===== src/inc/lccr_map.vh =====
`ifndef LCCR_MAP_VH
`define LCCR_MAP_VH

// register byte addresses inside the device's configuration page
`define LCCR_ADDR_LOOP_CFG 8'h01
`define LCCR_ADDR_ADDR_OFS 8'h02
`define LCCR_ADDR_SETPT0 8'h03
`define LCCR_ADDR_SETPT1 8'h04

// analog_loop_config fields
`define LCCR_SWAP_BIT 7
`define LCCR_GAIN_BIT 6
`define LCCR_REF_BIT 5
`define LCCR_RFB_HI 4
`define LCCR_RFB_LO 2
`define LCCR_DRIVE_BIT 1
`define LCCR_SHUTDOWN_POLARITY_BIT 0

// bus_address_and_table_offset fields
`define LCCR_SADDR_HI 7
`define LCCR_SADDR_LO 4
`define LCCR_TOFS_HI 3
`define LCCR_TOFS_LO 0

// factory contents of the non-volatile cells
`define LCCR_LOOP_CFG_INIT 8'h00
`define LCCR_ADDR_OFS_INIT 8'ha0
`define LCCR_SETPT_INIT 8'h00

// setpoint selection codes
`define LCCR_SEL_ZERO 2'h0
`define LCCR_SEL_ONE 2'h1
`define LCCR_SEL_TWO 2'h2

// resistor switch count: codes 1..7 each close one switch
`define LCCR_RFB_TAPS 7

`endif


===== src/core/lccr_regs.v =====
`timescale 1ns/100ps
`default_nettype none
`include "lccr_map.vh"

// Contract
// - a write to analog_loop_config aborts the running conversion, discarding its result.
// - once that write completes, a fresh conversion sequence is started.
// - analog_loop_config keeps all bits through power and reset cycles.
// - register access is granted only while a valid OEM password stands.
// - bit 7 swaps op-amp inputs: 0 emitter follower, 1 common emitter.
// - bit 6 at 1 gives quarter-reference full scale, at 0 full reference.
// - bit 5 references feedback and termination to supply at 1, ground at 0.
// - bits 4..2 pick feedback resistor: 000 open, then 800 ohm doubling to 51.2k.
// - bit 1 at 1 gives source drive (NPN), at 0 sink drive (PNP).
// - bit 0 sets shutdown output active level: 1 high, 0 low.
// - high four slave address bits default 1010 and act at once.
// - table offset adds to temperature for the index, acting only after reset.
// - select 00 uses setpoint zero, 01 uses setpoint one.
// - loop on: selected setpoint plus signed table value goes to the bias DAC.
// - loop off: selected setpoint goes straight to the bias DAC.
// - the code applied to the bias DAC is readable back in both states.
// - polarity config decides whether larger codes raise or lower the DAC output.
// - setpoints and second config register are non-volatile, setpoints default 00.
// - the two-bit select field from user control chooses the setpoint source.
module lccr_regs (
	input wire mclk_in,
	input wire arst_n_in,
	// register port from the serial bus engine, same clock
	input wire reg_wr_in,
	input wire reg_rd_in,
	input wire [7:0] reg_addr_in,
	input wire [7:0] reg_wdata_in,
	input wire oem_password_ok_in,
	output reg [7:0] reg_rdata_out,
	output reg reg_hit_out,
	// converter sequencing
	output reg adc_abort_out,
	output reg adc_start_out,
	// loop configuration outputs
	output wire opamp_input_swap_out,
	output wire full_scale_quarter_out,
	output wire feedback_reference_select_out,
	output wire [2:0] feedback_resistor_code_out,
	output wire [`LCCR_RFB_TAPS-1:0] feedback_switch_out,
	output wire feedback_open_out,
	output wire drive_type_select_out,
	input wire shutdown_request_in,
	output reg shutdown_output_out,
	// serial address and table indexing
	output wire [3:0] slave_address_high_bits_out,
	input wire [7:0] temperature_in,
	output reg [7:0] table_index_out,
	output reg [3:0] table_index_offset_out,
	// bias DAC path
	input wire power_loop_on_in,
	input wire [1:0] setpoint_select_in,
	input wire [7:0] power_setpoint_two_in,
	input wire [7:0] table_value_in,
	input wire dac_polarity_config_in,
	output reg [7:0] selected_power_setpoint_out,
	output reg [7:0] setpoint_dac_out,
	output reg [7:0] bias_dac_readback_out
);

	reg rst_sync_a;
	reg rst_sync_b;
	wire rst_n;

	// the non-volatile cells: no reset touches them, they model the
	// array contents that survive power and reset cycles
	reg [7:0] analog_loop_config;
	reg [7:0] bus_address_and_table_offset;
	reg [7:0] power_setpoint_zero;
	reg [7:0] power_setpoint_one;

	reg offset_pending;
	reg restart_pending;

	wire wr_ok;
	wire rd_ok;
	wire hit;
	reg [7:0] next_rdata;

	reg [7:0] next_selected;
	reg signed [9:0] loop_sum;
	reg [7:0] next_dac_code;
	reg [7:0] loop_code;

	// factory contents; an erase or programming pass outside writes them
	initial begin
		analog_loop_config = `LCCR_LOOP_CFG_INIT;
		bus_address_and_table_offset = `LCCR_ADDR_OFS_INIT;
		power_setpoint_zero = `LCCR_SETPT_INIT;
		power_setpoint_one = `LCCR_SETPT_INIT;
	end

	always @(posedge mclk_in or negedge arst_n_in) begin
		if (!arst_n_in) begin
			rst_sync_a <= 1'b0;
			rst_sync_b <= 1'b0;
		end else begin
			rst_sync_a <= 1'b1;
			rst_sync_b <= rst_sync_a;
		end
	end

	assign rst_n = rst_sync_b;

	assign hit = (reg_addr_in == `LCCR_ADDR_LOOP_CFG) ||
		(reg_addr_in == `LCCR_ADDR_ADDR_OFS) ||
		(reg_addr_in == `LCCR_ADDR_SETPT0) ||
		(reg_addr_in == `LCCR_ADDR_SETPT1);

	// without a valid password nothing is stored and no restart begins
	assign wr_ok = reg_wr_in && hit && oem_password_ok_in;
	assign rd_ok = reg_rd_in && hit && oem_password_ok_in;

	// stored writes; reset leaves these cells alone
	always @(posedge mclk_in) begin
		if (wr_ok) begin
			case (reg_addr_in)
			`LCCR_ADDR_LOOP_CFG: begin
				analog_loop_config <= reg_wdata_in;
			end
			`LCCR_ADDR_ADDR_OFS: begin
				bus_address_and_table_offset <= reg_wdata_in;
			end
			`LCCR_ADDR_SETPT0: begin
				power_setpoint_zero <= reg_wdata_in;
			end
			`LCCR_ADDR_SETPT1: begin
				power_setpoint_one <= reg_wdata_in;
			end
			default: begin
			end
			endcase
		end
	end

	// read data; a refused read answers zero so nothing leaks
	always @* begin
		next_rdata = 8'h00;
		if (rd_ok) begin
			case (reg_addr_in)
			`LCCR_ADDR_LOOP_CFG: next_rdata = analog_loop_config;
			`LCCR_ADDR_ADDR_OFS: next_rdata = bus_address_and_table_offset;
			`LCCR_ADDR_SETPT0: next_rdata = power_setpoint_zero;
			`LCCR_ADDR_SETPT1: next_rdata = power_setpoint_one;
			default: next_rdata = 8'h00;
			endcase
		end
	end

	always @(posedge mclk_in or negedge rst_n) begin
		if (!rst_n) begin
			reg_rdata_out <= 8'h00;
			reg_hit_out <= 1'b0;
		end else begin
			reg_rdata_out <= next_rdata;
			reg_hit_out <= rd_ok | wr_ok;
		end
	end

	// abort in the write cycle's next edge, restart one cycle later when the
	// write has landed, so the new settings are in place for the fresh sample
	always @(posedge mclk_in or negedge rst_n) begin
		if (!rst_n) begin
			adc_abort_out <= 1'b0;
			adc_start_out <= 1'b0;
			restart_pending <= 1'b0;
		end else begin
			adc_abort_out <= wr_ok && (reg_addr_in == `LCCR_ADDR_LOOP_CFG);
			restart_pending <= wr_ok && (reg_addr_in == `LCCR_ADDR_LOOP_CFG);
			adc_start_out <= restart_pending;
		end
	end

	assign opamp_input_swap_out = analog_loop_config[`LCCR_SWAP_BIT];
	assign full_scale_quarter_out = analog_loop_config[`LCCR_GAIN_BIT];
	assign feedback_reference_select_out = analog_loop_config[`LCCR_REF_BIT];
	assign feedback_resistor_code_out =
		analog_loop_config[`LCCR_RFB_HI:`LCCR_RFB_LO];
	assign feedback_open_out = (feedback_resistor_code_out == 3'h0);
	assign drive_type_select_out = analog_loop_config[`LCCR_DRIVE_BIT];

	// one switch per resistor tap: code n closes tap n-1 (800 ohm << (n-1))
	genvar tap;
	generate
		for (tap = 0; tap < `LCCR_RFB_TAPS; tap = tap + 1) begin : g_tap
			assign feedback_switch_out[tap] =
				(feedback_resistor_code_out == (tap + 1));
		end
	endgenerate

	// shutdown pin level follows the chosen active polarity
	always @(posedge mclk_in or negedge rst_n) begin
		if (!rst_n) begin
			shutdown_output_out <= 1'b0;
		end else begin
			shutdown_output_out <= shutdown_request_in ~^
				analog_loop_config[`LCCR_SHUTDOWN_POLARITY_BIT];
		end
	end

	// the address bits act straight from the cell, no shadow copy
	assign slave_address_high_bits_out =
		bus_address_and_table_offset[`LCCR_SADDR_HI:`LCCR_SADDR_LO];

	// the offset is copied once after each reset release; later writes sit
	// in the cell until the next reset
	always @(posedge mclk_in or negedge rst_n) begin
		if (!rst_n) begin
			offset_pending <= 1'b1;
			table_index_offset_out <= 4'h0;
		end else if (offset_pending) begin
			offset_pending <= 1'b0;
			table_index_offset_out <=
				bus_address_and_table_offset[`LCCR_TOFS_HI:`LCCR_TOFS_LO];
		end
	end

	always @(posedge mclk_in or negedge rst_n) begin
		if (!rst_n) begin
			table_index_out <= 8'h00;
		end else begin
			// index wraps at 8 bits; the table outside has 256 entries
			table_index_out <= temperature_in + {4'h0, table_index_offset_out};
		end
	end

	// setpoint choice; the reserved code falls back to setpoint zero
	always @* begin
		case (setpoint_select_in)
		`LCCR_SEL_ZERO: next_selected = power_setpoint_zero;
		`LCCR_SEL_ONE: next_selected = power_setpoint_one;
		`LCCR_SEL_TWO: next_selected = power_setpoint_two_in;
		default: next_selected = power_setpoint_zero;
		endcase
	end

	// saturate the sum so a large table value cannot wrap the bias around
	always @* begin
		loop_sum = $signed({2'b00, next_selected}) +
			$signed({{2{table_value_in[7]}}, table_value_in});
		if (loop_sum < 10'sd0) begin
			loop_code = 8'h00;
		end else if (loop_sum > 10'sd255) begin
			loop_code = 8'hff;
		end else begin
			loop_code = loop_sum[7:0];
		end
		if (power_loop_on_in) begin
			next_dac_code = loop_code;
		end else begin
			next_dac_code = next_selected;
		end
	end

	always @(posedge mclk_in or negedge rst_n) begin
		if (!rst_n) begin
			selected_power_setpoint_out <= 8'h00;
			setpoint_dac_out <= 8'h00;
			bias_dac_readback_out <= 8'h00;
		end else begin
			selected_power_setpoint_out <= next_selected;
			// polarity set means larger numbers lower the output
			setpoint_dac_out <= dac_polarity_config_in ?
				~next_dac_code : next_dac_code;
			bias_dac_readback_out <= next_dac_code;
		end
	end

endmodule
`default_nettype wire


===== config.mk =====
export PLATFORM = sky130hd
export DESIGN_NAME = lccr_regs
export DESIGN_NICKNAME = d
export VERILOG_FILES = /design/src/core/lccr_regs.v
export VERILOG_INCLUDE_DIRS = /design/src /design/src/inc
export SDC_FILE = /design/constraint.sdc
export NUM_CORES = 1
export LEC_CHECK = 0
export BUFFER_PORTS_ARGS = -buffer_cell sky130_fd_sc_hd__buf_2
export CORE_MARGIN = 2
export CORE_UTILIZATION = 35
export CTS_BUF_LIST = sky130_fd_sc_hd__clkbuf_4 sky130_fd_sc_hd__clkbuf_8
export CTS_CLUSTER_SIZE = 24
export DETAILED_ROUTE_END_ITERATION = 8
export GPL_TIMING_DRIVEN = 0
export PLACE_DENSITY = 0.63
export SLEW_MARGIN = 25
export SYNTH_ARGS = -nofsm -noshare
export SYNTH_HDL_FRONTEND = slang
export SYNTH_SLANG_ARGS = --single-unit

===== constraint.sdc =====
create_clock -name mclk_in -period 4.7 [get_ports mclk_in]
set_input_delay 0.235 -clock mclk_in [delete_from_list [all_inputs] [get_ports mclk_in]]
set_output_delay 0.235 -clock mclk_in [all_outputs]
set_load 0.02 [all_outputs]

==> results.md, run 1 <==
- The flow ran to the end, and the final reports show no timing, DRC or antenna violations.
- Along the worst hold path, the cell count comes to 2.
- For this run, the register share of the synthesized area comes to 58.1%.
- The via count of the first global-routing pass is about 2700.
- The CTS clock-pin slew for the worst setup and hold paths is roughly 0.08 ns.
- The initial antenna violation count is 0.
- The ratio of total power to cell area is 344 mW/mm2.
- The share of the cycle needed by the critical path after routing is about 73%.
- No sink is reached through more buffers than the 2 on the longest clock path.
- The DRC marker count from the first detailed-route iteration is 125.
- At the pin with the least slew margin, the transition time is 0.760 ns.
- The count of distinct cell types in the synthesized netlist is 54.
- The clock sink count is 83.
- Post-CTS repair changed the size of 0 cells.
- Once detail routing completed, the nets flagged for antenna violations numbered 0.
- Summed over all layers, the global routing overflow is 0.
- During I/O placement, the number of pins put on the boundary was 117.
- The floorplan step set the die width to around 110 um.
- During synthesis, Yosys emitted a total of 0 warnings.
- Setup violations remaining at the end of the flow were counted as 0.
- The number of nets at the end of the flow is 500.
- The number of diodes is 0.
- The average vias per placed instance is 4.97.
- The required time at the endpoint of the critical path is about 5 ns.
- The vertical extent of the die is 109 um.
- The number of max-cap violations is 0.
- The synthesized cell area is between 0.003 and 0.004 mm2.
- The flop-to-flop setup slack is roughly 1.6 ns.
- By count the netlist is led by 50 x sky130_fd_sc_hd__dfrtp_1, 32 x sky130_fd_sc_hd__edfxtp_1, 20 x sky130_fd_sc_hd__nand2_1, 18 x sky130_fd_sc_hd__o21ai_0, 16 x sky130_fd_sc_hd__ha_1.
- The first global-routing pass estimated about 14 mm of wire.
- The capturing element type of the critical path is a flop.
- Final hold analysis gives a worst-case slack of ~0.066 ns.
- The share of the core filled with cells in the final layout is 44.9%.
- The routed design has roughly 9.6 mm of wire.
- The number of cell rows is 38.
- The clock tree synthesis step divided the H-tree into 3 levels.
- The hold violation count in the final report was 0.
- The endpoint with the worst hold slack is shutdown_output_out.
- Setup repair after global routing left no endpoint under its margin.
- The initial standard-cell utilization of the core is 35.7%.
- The worst voltage drop across the vdd grid is around 0.16 mV.
- Yosys attributes the largest share of cell area to sky130_fd_sc_hd__dfrtp_1 32%, sky130_fd_sc_hd__edfxtp_1 25%, sky130_fd_sc_hd__ha_1 5.2%.
- The worst path arrival time is approximately 3.6 ns.
- The worst slack at placement is approximately 0.93 ns.
- The count of buffers added on input and output ports is approximately 120.
- In this run, synthesis produced a sequential element count of 83.
- The worst flop-to-flop path startpoint is power_setpoint_one[7].
- In this run the worst path has a maximum fanout of 10.
- The proportion of register bits with asynchronous set or reset after synthesis is 61.4%.
- After layout, the worst setup slack is roughly 1.3 ns.
- The max-slew violation count is 0.
- Clock latency on the worst-skew pair, taken at its later pin, is between 0.3 and 0.4 ns.
- The worst clock skew on the final layout is 0.0147 ns.
- In the final routed layout, each cell accounts on average for ~17 um.
- Counting cells, the worst reg-to-reg path comes to 11.
- The class of the tightest hold or removal check is in -> reg.
- The leakage power summed over all cells is 2.18 nW.
- For this run, the detailed router's first-pass iteration total came to 5.
- The core footprint is 0.0108 mm2.
- The worst setup path is launched from an input pin.
- The pin count of the biggest net entering global routing is 50.
- TritonCTS built the clock tree.
- The die covers around 0.012 mm2.
- sky130_fd_sc_hd__dfrtp_1 takes more of the synthesized area than any other cell.
- For this run, the total global-route usage over all layers was measured as around 16%.
- After routing, the total negative slack on setup checks comes to 0 ns.
- Summed over its instances, the top area cell type makes up around a third of the synthesized netlist area.
- Counting the buffers created by CTS gives 9.
- For the finished layout, the period the worst path requires is about 3.4 ns.
- Synthesis handed over a netlist of roughly 300 instances.
- Yosys mapped a number of flops with a built-in enable equal to 32.
- By instance count, the leading cell after synthesis is sky130_fd_sc_hd__dfrtp_1.
- The achievable clock frequency is a little under 300 MHz.
- After detailed routing, the number of remaining DRC violations is 0.
- The primary flip-flop cell chosen by synthesis mapping is sky130_fd_sc_hd__dfrtp_1.
- By startpoint and endpoint, the worst setup path is classified as in -> reg.
- The detailed placement HPWL is approximately 7.2 mm.
- The cell at the root of the clock tree is sky130_fd_sc_hd__clkbuf_8.
- The synthesized area divided by synthesized cell count is between 10 and 15 um2.
- The number of nets handed over by synthesis was approximately 370.
- The share of cells above drive strength 1 is 38.9%.
- Relative to the synthesized area, the layout overhead comes to 25.9%.
- The weighted congestion reported at the end of routability-driven placement is ~0.87.
- The worst slew margin relative to its limit is about half.
- Summing over every cut layer, the via total after detailed routing is ~2900.
- The count of fill cells added during filler insertion is between 1000 and 1500.
- The launch instance of the worst min-delay path is shutdown_request_in.
- The total power consumption of the routed design is 0.00167 W.
- The endpoint identified for the worst register-to-register timing path is setpoint_dac_out[6].
## cell type report
cell class	count	area [um2]	share of cell area, %
clock buffer	10	138	2.84
sequential	83	2240	46.3
tap	140	175	3.61
multi-input combinational	195	1500	31.0
timing repair buffer	117	593	12.2
buffer	17	90.1	1.86
clock inverter	6	72.6	1.50
inverter	9	33.8	0.697
## cells in the final DEF, fill, tap and decap left out, types with 2 or more instances in the layout
cell type / instances
sky130_fd_sc_hd__o211ai_1: 2
sky130_fd_sc_hd__a211oi_2: 2
sky130_fd_sc_hd__nor2_1: 15
sky130_fd_sc_hd__o22ai_1: 2
sky130_fd_sc_hd__and2_1: 2
sky130_fd_sc_hd__nand2_1: 20
sky130_fd_sc_hd__o221a_2: 2
sky130_fd_sc_hd__a21o_1: 2
sky130_fd_sc_hd__nor2b_1: 2
sky130_fd_sc_hd__dfrtp_1: 49
sky130_fd_sc_hd__o21ai_0: 18
sky130_fd_sc_hd__clkbuf_8: 10
sky130_fd_sc_hd__edfxtp_1: 32
sky130_fd_sc_hd__nand2b_1: 5
sky130_fd_sc_hd__clkbuf_1: 9
sky130_fd_sc_hd__a222oi_1: 2
sky130_fd_sc_hd__a21oi_2: 2
sky130_fd_sc_hd__a21oi_1: 14
sky130_fd_sc_hd__nor3b_1: 3
sky130_fd_sc_hd__fa_1: 2
sky130_fd_sc_hd__conb_1: 2
sky130_fd_sc_hd__xor2_1: 12
sky130_fd_sc_hd__xnor2_1: 8
sky130_fd_sc_hd__a22oi_1: 14
sky130_fd_sc_hd__buf_2: 115
sky130_fd_sc_hd__nor3_1: 4
sky130_fd_sc_hd__inv_1: 9
sky130_fd_sc_hd__buf_4: 8
sky130_fd_sc_hd__o211a_1: 2
sky130_fd_sc_hd__nand3_1: 2
sky130_fd_sc_hd__and3_1: 5
sky130_fd_sc_hd__and3b_1: 2
sky130_fd_sc_hd__nor3b_2: 2
sky130_fd_sc_hd__clkinv_4: 2
sky130_fd_sc_hd__mux2_2: 11
sky130_fd_sc_hd__o2111ai_1: 2
sky130_fd_sc_hd__ha_1: 16
## worst max path at each step
stage | from | endpoint | slack [ns]
global placement | setpoint_select_in[0] | setpoint_dac_out[6] | 0.96
CTS | setpoint_select_in[0] | setpoint_dac_out[3] | 1.30
global route | setpoint_select_in[0] | setpoint_dac_out[7] | 1.04
floorplan | setpoint_select_in[0] | setpoint_dac_out[3] | 1.71
finish | setpoint_select_in[0] | setpoint_dac_out[6] | 1.28
detailed placement | setpoint_select_in[0] | setpoint_dac_out[3] | 0.93
## state kept, by name, indices dropped and copies added, names as in the netlist
signal and cells:
restart_pending 1, reg_hit_out 1, power_setpoint_one 8, setpoint_dac_out 8, adc_start_out 1, table_index_offset_out 4
analog_loop_config 8, reg_rdata_out 8, rst_sync_a 1, selected_power_setpoint_out 8, offset_pending 1, table_index_out 8
bias_dac_readback_out 8, shutdown_output_out 1, rst_n 1, bus_address_and_table_offset 8, power_setpoint_zero 8
## power by group
group | total, W | internal (W) | leakage (nW) | switching [W]
Clock | 0.000540 | 0.000267 | 0.109 | 0.000273
Sequential | 0.000815 | 0.000796 | 0.917 | 0.0000191
Combinational | 0.000314 | 0.000119 | 1.15 | 0.000194
Total | 0.00167 | 0.00118 | 2.18 | 0.000486
## through the flow
step                      std cells  area (um2)
after floorplan                 304        3850
after global placement          559        4600
after detailed placement        560        4620
after CTS                       577        4840
after global routing            577        4850
final                           577        4850
## kinds of logic (layout without fill, tap and decap cells)
logic type | Yosys count | count (layout) | share of synthesized area (%)
fa+ha+maj | 18 | 18 | 6.24
buf+inv | 26 | 159 | 3.22
mux | 11 | 11 | 3.22
simple gates | 67 | 67 | 9.16
flops | 83 | 83 | 58.1
other cells | 2 | 2 | 0.195
compound gates | 77 | 77 | 15.3
xor+xnor | 20 | 20 | 4.55
## timing repair
action | 4_1_cts | 5_1_grt
hold buffers | 1 | 0
endpoints found under the setup margin | 0 | 0
setup buffers | 0 | 0
hold endpoints to repair | 2 | 0
## layer usage
layer	part of all wire (%)	wire length, um	global-route usage (%)	vias up
li1	-	-	-	1360
met1	44	4170	21.4	1375
met2	47	4490	25.6	123
met3	7.9	752	3.59	11
met4	1.5	144	5.86	0
met5	0	0	0	-
## worst max-delay path: stages
cell and delay (ns):
sky130_fd_sc_hd__buf_2 0.11, sky130_fd_sc_hd__inv_1 0.05, sky130_fd_sc_hd__ha_1 0.41, sky130_fd_sc_hd__clkbuf_1 0.40, sky130_fd_sc_hd__nor2_1 0.10, sky130_fd_sc_hd__a21oi_1 0.40, sky130_fd_sc_hd__inv_1 0.16, sky130_fd_sc_hd__ha_1 0.37
sky130_fd_sc_hd__a211oi_1 0.36, sky130_fd_sc_hd__o211a_1 0.23, sky130_fd_sc_hd__o211a_1 0.26, sky130_fd_sc_hd__o21ai_0 0.15, sky130_fd_sc_hd__a22o_1 0.26, sky130_fd_sc_hd__xor2_1 0.14
Note: power is estimated with default switching activity, not from simulation.
==> inputs of run 2 (changes only) <==
- clock period: 4.7 -> 3.47 ns (I/O delays scaled with it)
==> results.md, run 2 (same netlist as run 1, synthesis figures left out) <==
- Data arrives at the worst endpoint at ~3.4 ns.
- The maximum buffer depth of the clock tree is 2.
- The floorplan has 38 rows.
- The average vias per placed instance is between 4 and 5.
- The routed length per instance is 16.4 um.
- The most common cell after layout, fill and taps aside is sky130_fd_sc_hd__buf_2.
- The setup total negative slack is 0 ns.
- The flow ran to the end, and the final reports show no timing, DRC or antenna violations.
- From left edge to right edge, the die measures 109 um.
- The critical path launch point type is an input pin.
- The area of combinational cells with multiple inputs is between 0.0015 and 0.002 mm2.
- The classification of the worst setup path is in -> reg.
- The die covers about 0.012 mm2.
- The initial antenna violation count was 0.
- The via count of the first global-routing pass is around 2700.
- The detailed placement HPWL is approximately 7.2 mm.
- TritonCTS built the clock tree.
- Setup violations remaining at the end of the flow were counted as 0.
- The required time at the endpoint of the critical path is approximately 3.7 ns.
- The worst voltage drop across the vdd grid is 0.220 mV.
- The critical path starts at setpoint_select_in[0].
- After detailed routing, the total wire length is about 9.5 mm.
- The capturing element type of the critical path is a flop.
- The max-slew violation count is 0.
- The buffer count from post-CTS setup fixing is 0.
- The achievable clock frequency is 311 MHz.
- The launch instance of the worst min-delay path is temperature_in[7].
- The vertical extent of the die is roughly 110 um.
- The worst flop-to-flop path startpoint is power_setpoint_one[7].
- Clock-pin slew was measured on the worst setup and hold paths at ~0.080 ns.
- approximately 120 I/O pins were placed.
- The clock net in this run drives a total of 83 sinks.
- After floorplanning, the core was sized to cover about 0.011 mm2.
- Buffers inserted during clock tree synthesis total 9.
- The DRC marker count from the first detailed-route iteration is between 100 and 150.
- Dividing total power by cell area gives a power density of roughly 470 mW/mm2.
- The initial standard-cell utilization of the core is 35.7%.
- Across the routed clock network, the largest skew measured is 0.0149 ns.
- The combined global-route utilization of all metal layers is 16.0%.
- The hold violation count in the final report was 0.
- In this run the remaining antenna-violating nets after routing total 0.
- The worst slew margin relative to its limit is between 50 and 60%.
- The number of remaining DRC errors is 0.
- The wire length of the first global-routing pass is ~14 mm.
- The min-delay analysis places its worst path in the category in -> reg.
- Of the cells placed in the final design, the portion with a size suffix greater than 1 is 39.0%.
- The H-tree was split into 3 levels.
- The pin count of the biggest net entering global routing is 50.
- The first TritonRoute pass finished after 4 iterations.
- Leaving out fill and tap cells, the most frequent cells in the layout are 115 x sky130_fd_sc_hd__buf_2, 49 x sky130_fd_sc_hd__dfrtp_1, 32 x sky130_fd_sc_hd__edfxtp_1, 20 x sky130_fd_sc_hd__nand2_1, 18 x sky130_fd_sc_hd__o21ai_0.
- The leakage power summed over all cells is approximately 2.2 nW.
- The clock reaches the later pin of the worst-skew pair after 0.35 ns.
- The share of the cycle needed by the critical path after routing is 92.5%.
- The layout has just over 1000 filler cells.
- The root buffer cell chosen for the clock tree is sky130_fd_sc_hd__clkbuf_8.
- Cells fill 45.0% of the core in the end.
- The number of diodes is 0.
- Max-cap violations in this run came to 0.
- Routability-driven placement finished with a final weighted congestion of slightly below 0.9.
- The net count of the finished layout is roughly 500.
- The clock period could shrink to ~3.2 ns.
- Port buffering added between 100 and 150 buffers.
- The total congestion overflow is 0.
- Along the worst path, the maximum fanout reaches 10.
- Relative to the synthesized area, the layout overhead comes to 26.2%.
- Registers take 0.00224 mm2.
- The vias after detailed routing is 2866.
- Setup repair after global routing left no endpoint under its margin.
- The slew at the pin closest to its max-slew limit is ~0.74 ns.
-- run 2: layout make-up --
type	instances	share of cell area, %
Buffer	17	1.88
Clock buffer	10	2.83
Clock inverter	6	1.49
Inverter	9	0.696
Multi-Input combinational cell	195	30.9
Sequential cell	83	46.2
Tap cell	140	3.61
Timing Repair Buffer	118	12.4
-- run 2: layer usage --
layer | share of wire [%] | track usage [%] | up-vias | routed length [um]
met3 | 6.7 | 3.53 | 10 | 635
met5 | 0 | 0 | - | 0
met2 | 48 | 25.6 | 109 | 4560
met4 | 1.6 | 5.86 | 0 | 155
met1 | 44 | 21.4 | 1386 | 4150
li1 | - | - | 1361 | -
-- run 2: where the power goes --
| part | internal [W] | switching (W) |
|---|---|---|
| registers | 0.00108 | 0.0000260 |
| logic | 0.000163 | 0.000262 |
| clock network | 0.000361 | 0.000369 |
| total | 0.00160 | 0.000657 |
-- run 2: path summary, 6_finish.rpt --
check,to,slack (ns),cells after the start
setup / recovery,setpoint_dac_out[6],0.26,14
hold / removal,table_index_out[7],0.02,2
setup reg to reg,setpoint_dac_out[6],0.37,11
hold reg to reg,selected_power_setpoint_out[6],0.35,0
max in group asynchronous,reg_rdata_out[0],2.66,0
min in group asynchronous,rst_sync_a,0.12,2
-- run 2: stage by stage --
step	hold WS, ns	worst slack (ns)	cell area [um2]	instances	total power [W]
floorplan	-0.122	0.543	3850	304	0.00140
global placement	-0.0416	-0.205	4600	559	0.00154
detailed placement	-0.0351	-0.239	4620	560	0.00155
CTS	0.00905	0.133	4850	578	0.00229
global route	0.00692	0.0466	4860	578	0.00237
finish	0.0248	0.259	4860	578	0.00226
-- run 2: repair_timing --
action,4_1_cts,5_1_grt
gates resized for setup,0,2
hold buffers,2,0
setup endpoints to repair,0,4
hold endpoints to repair,3,0
-- run 2: critical path, cell delays in order --
cell and delay (ns):
sky130_fd_sc_hd__buf_2 0.11, sky130_fd_sc_hd__inv_1 0.05, sky130_fd_sc_hd__ha_1 0.40, sky130_fd_sc_hd__clkbuf_2 0.28, sky130_fd_sc_hd__nor2_1 0.08, sky130_fd_sc_hd__a21oi_1 0.41
sky130_fd_sc_hd__inv_1 0.16, sky130_fd_sc_hd__ha_1 0.37, sky130_fd_sc_hd__a211oi_1 0.36, sky130_fd_sc_hd__o211a_1 0.23, sky130_fd_sc_hd__o211a_1 0.25, sky130_fd_sc_hd__o21ai_0 0.15
sky130_fd_sc_hd__a22o_1 0.25, sky130_fd_sc_hd__xor2_1 0.14
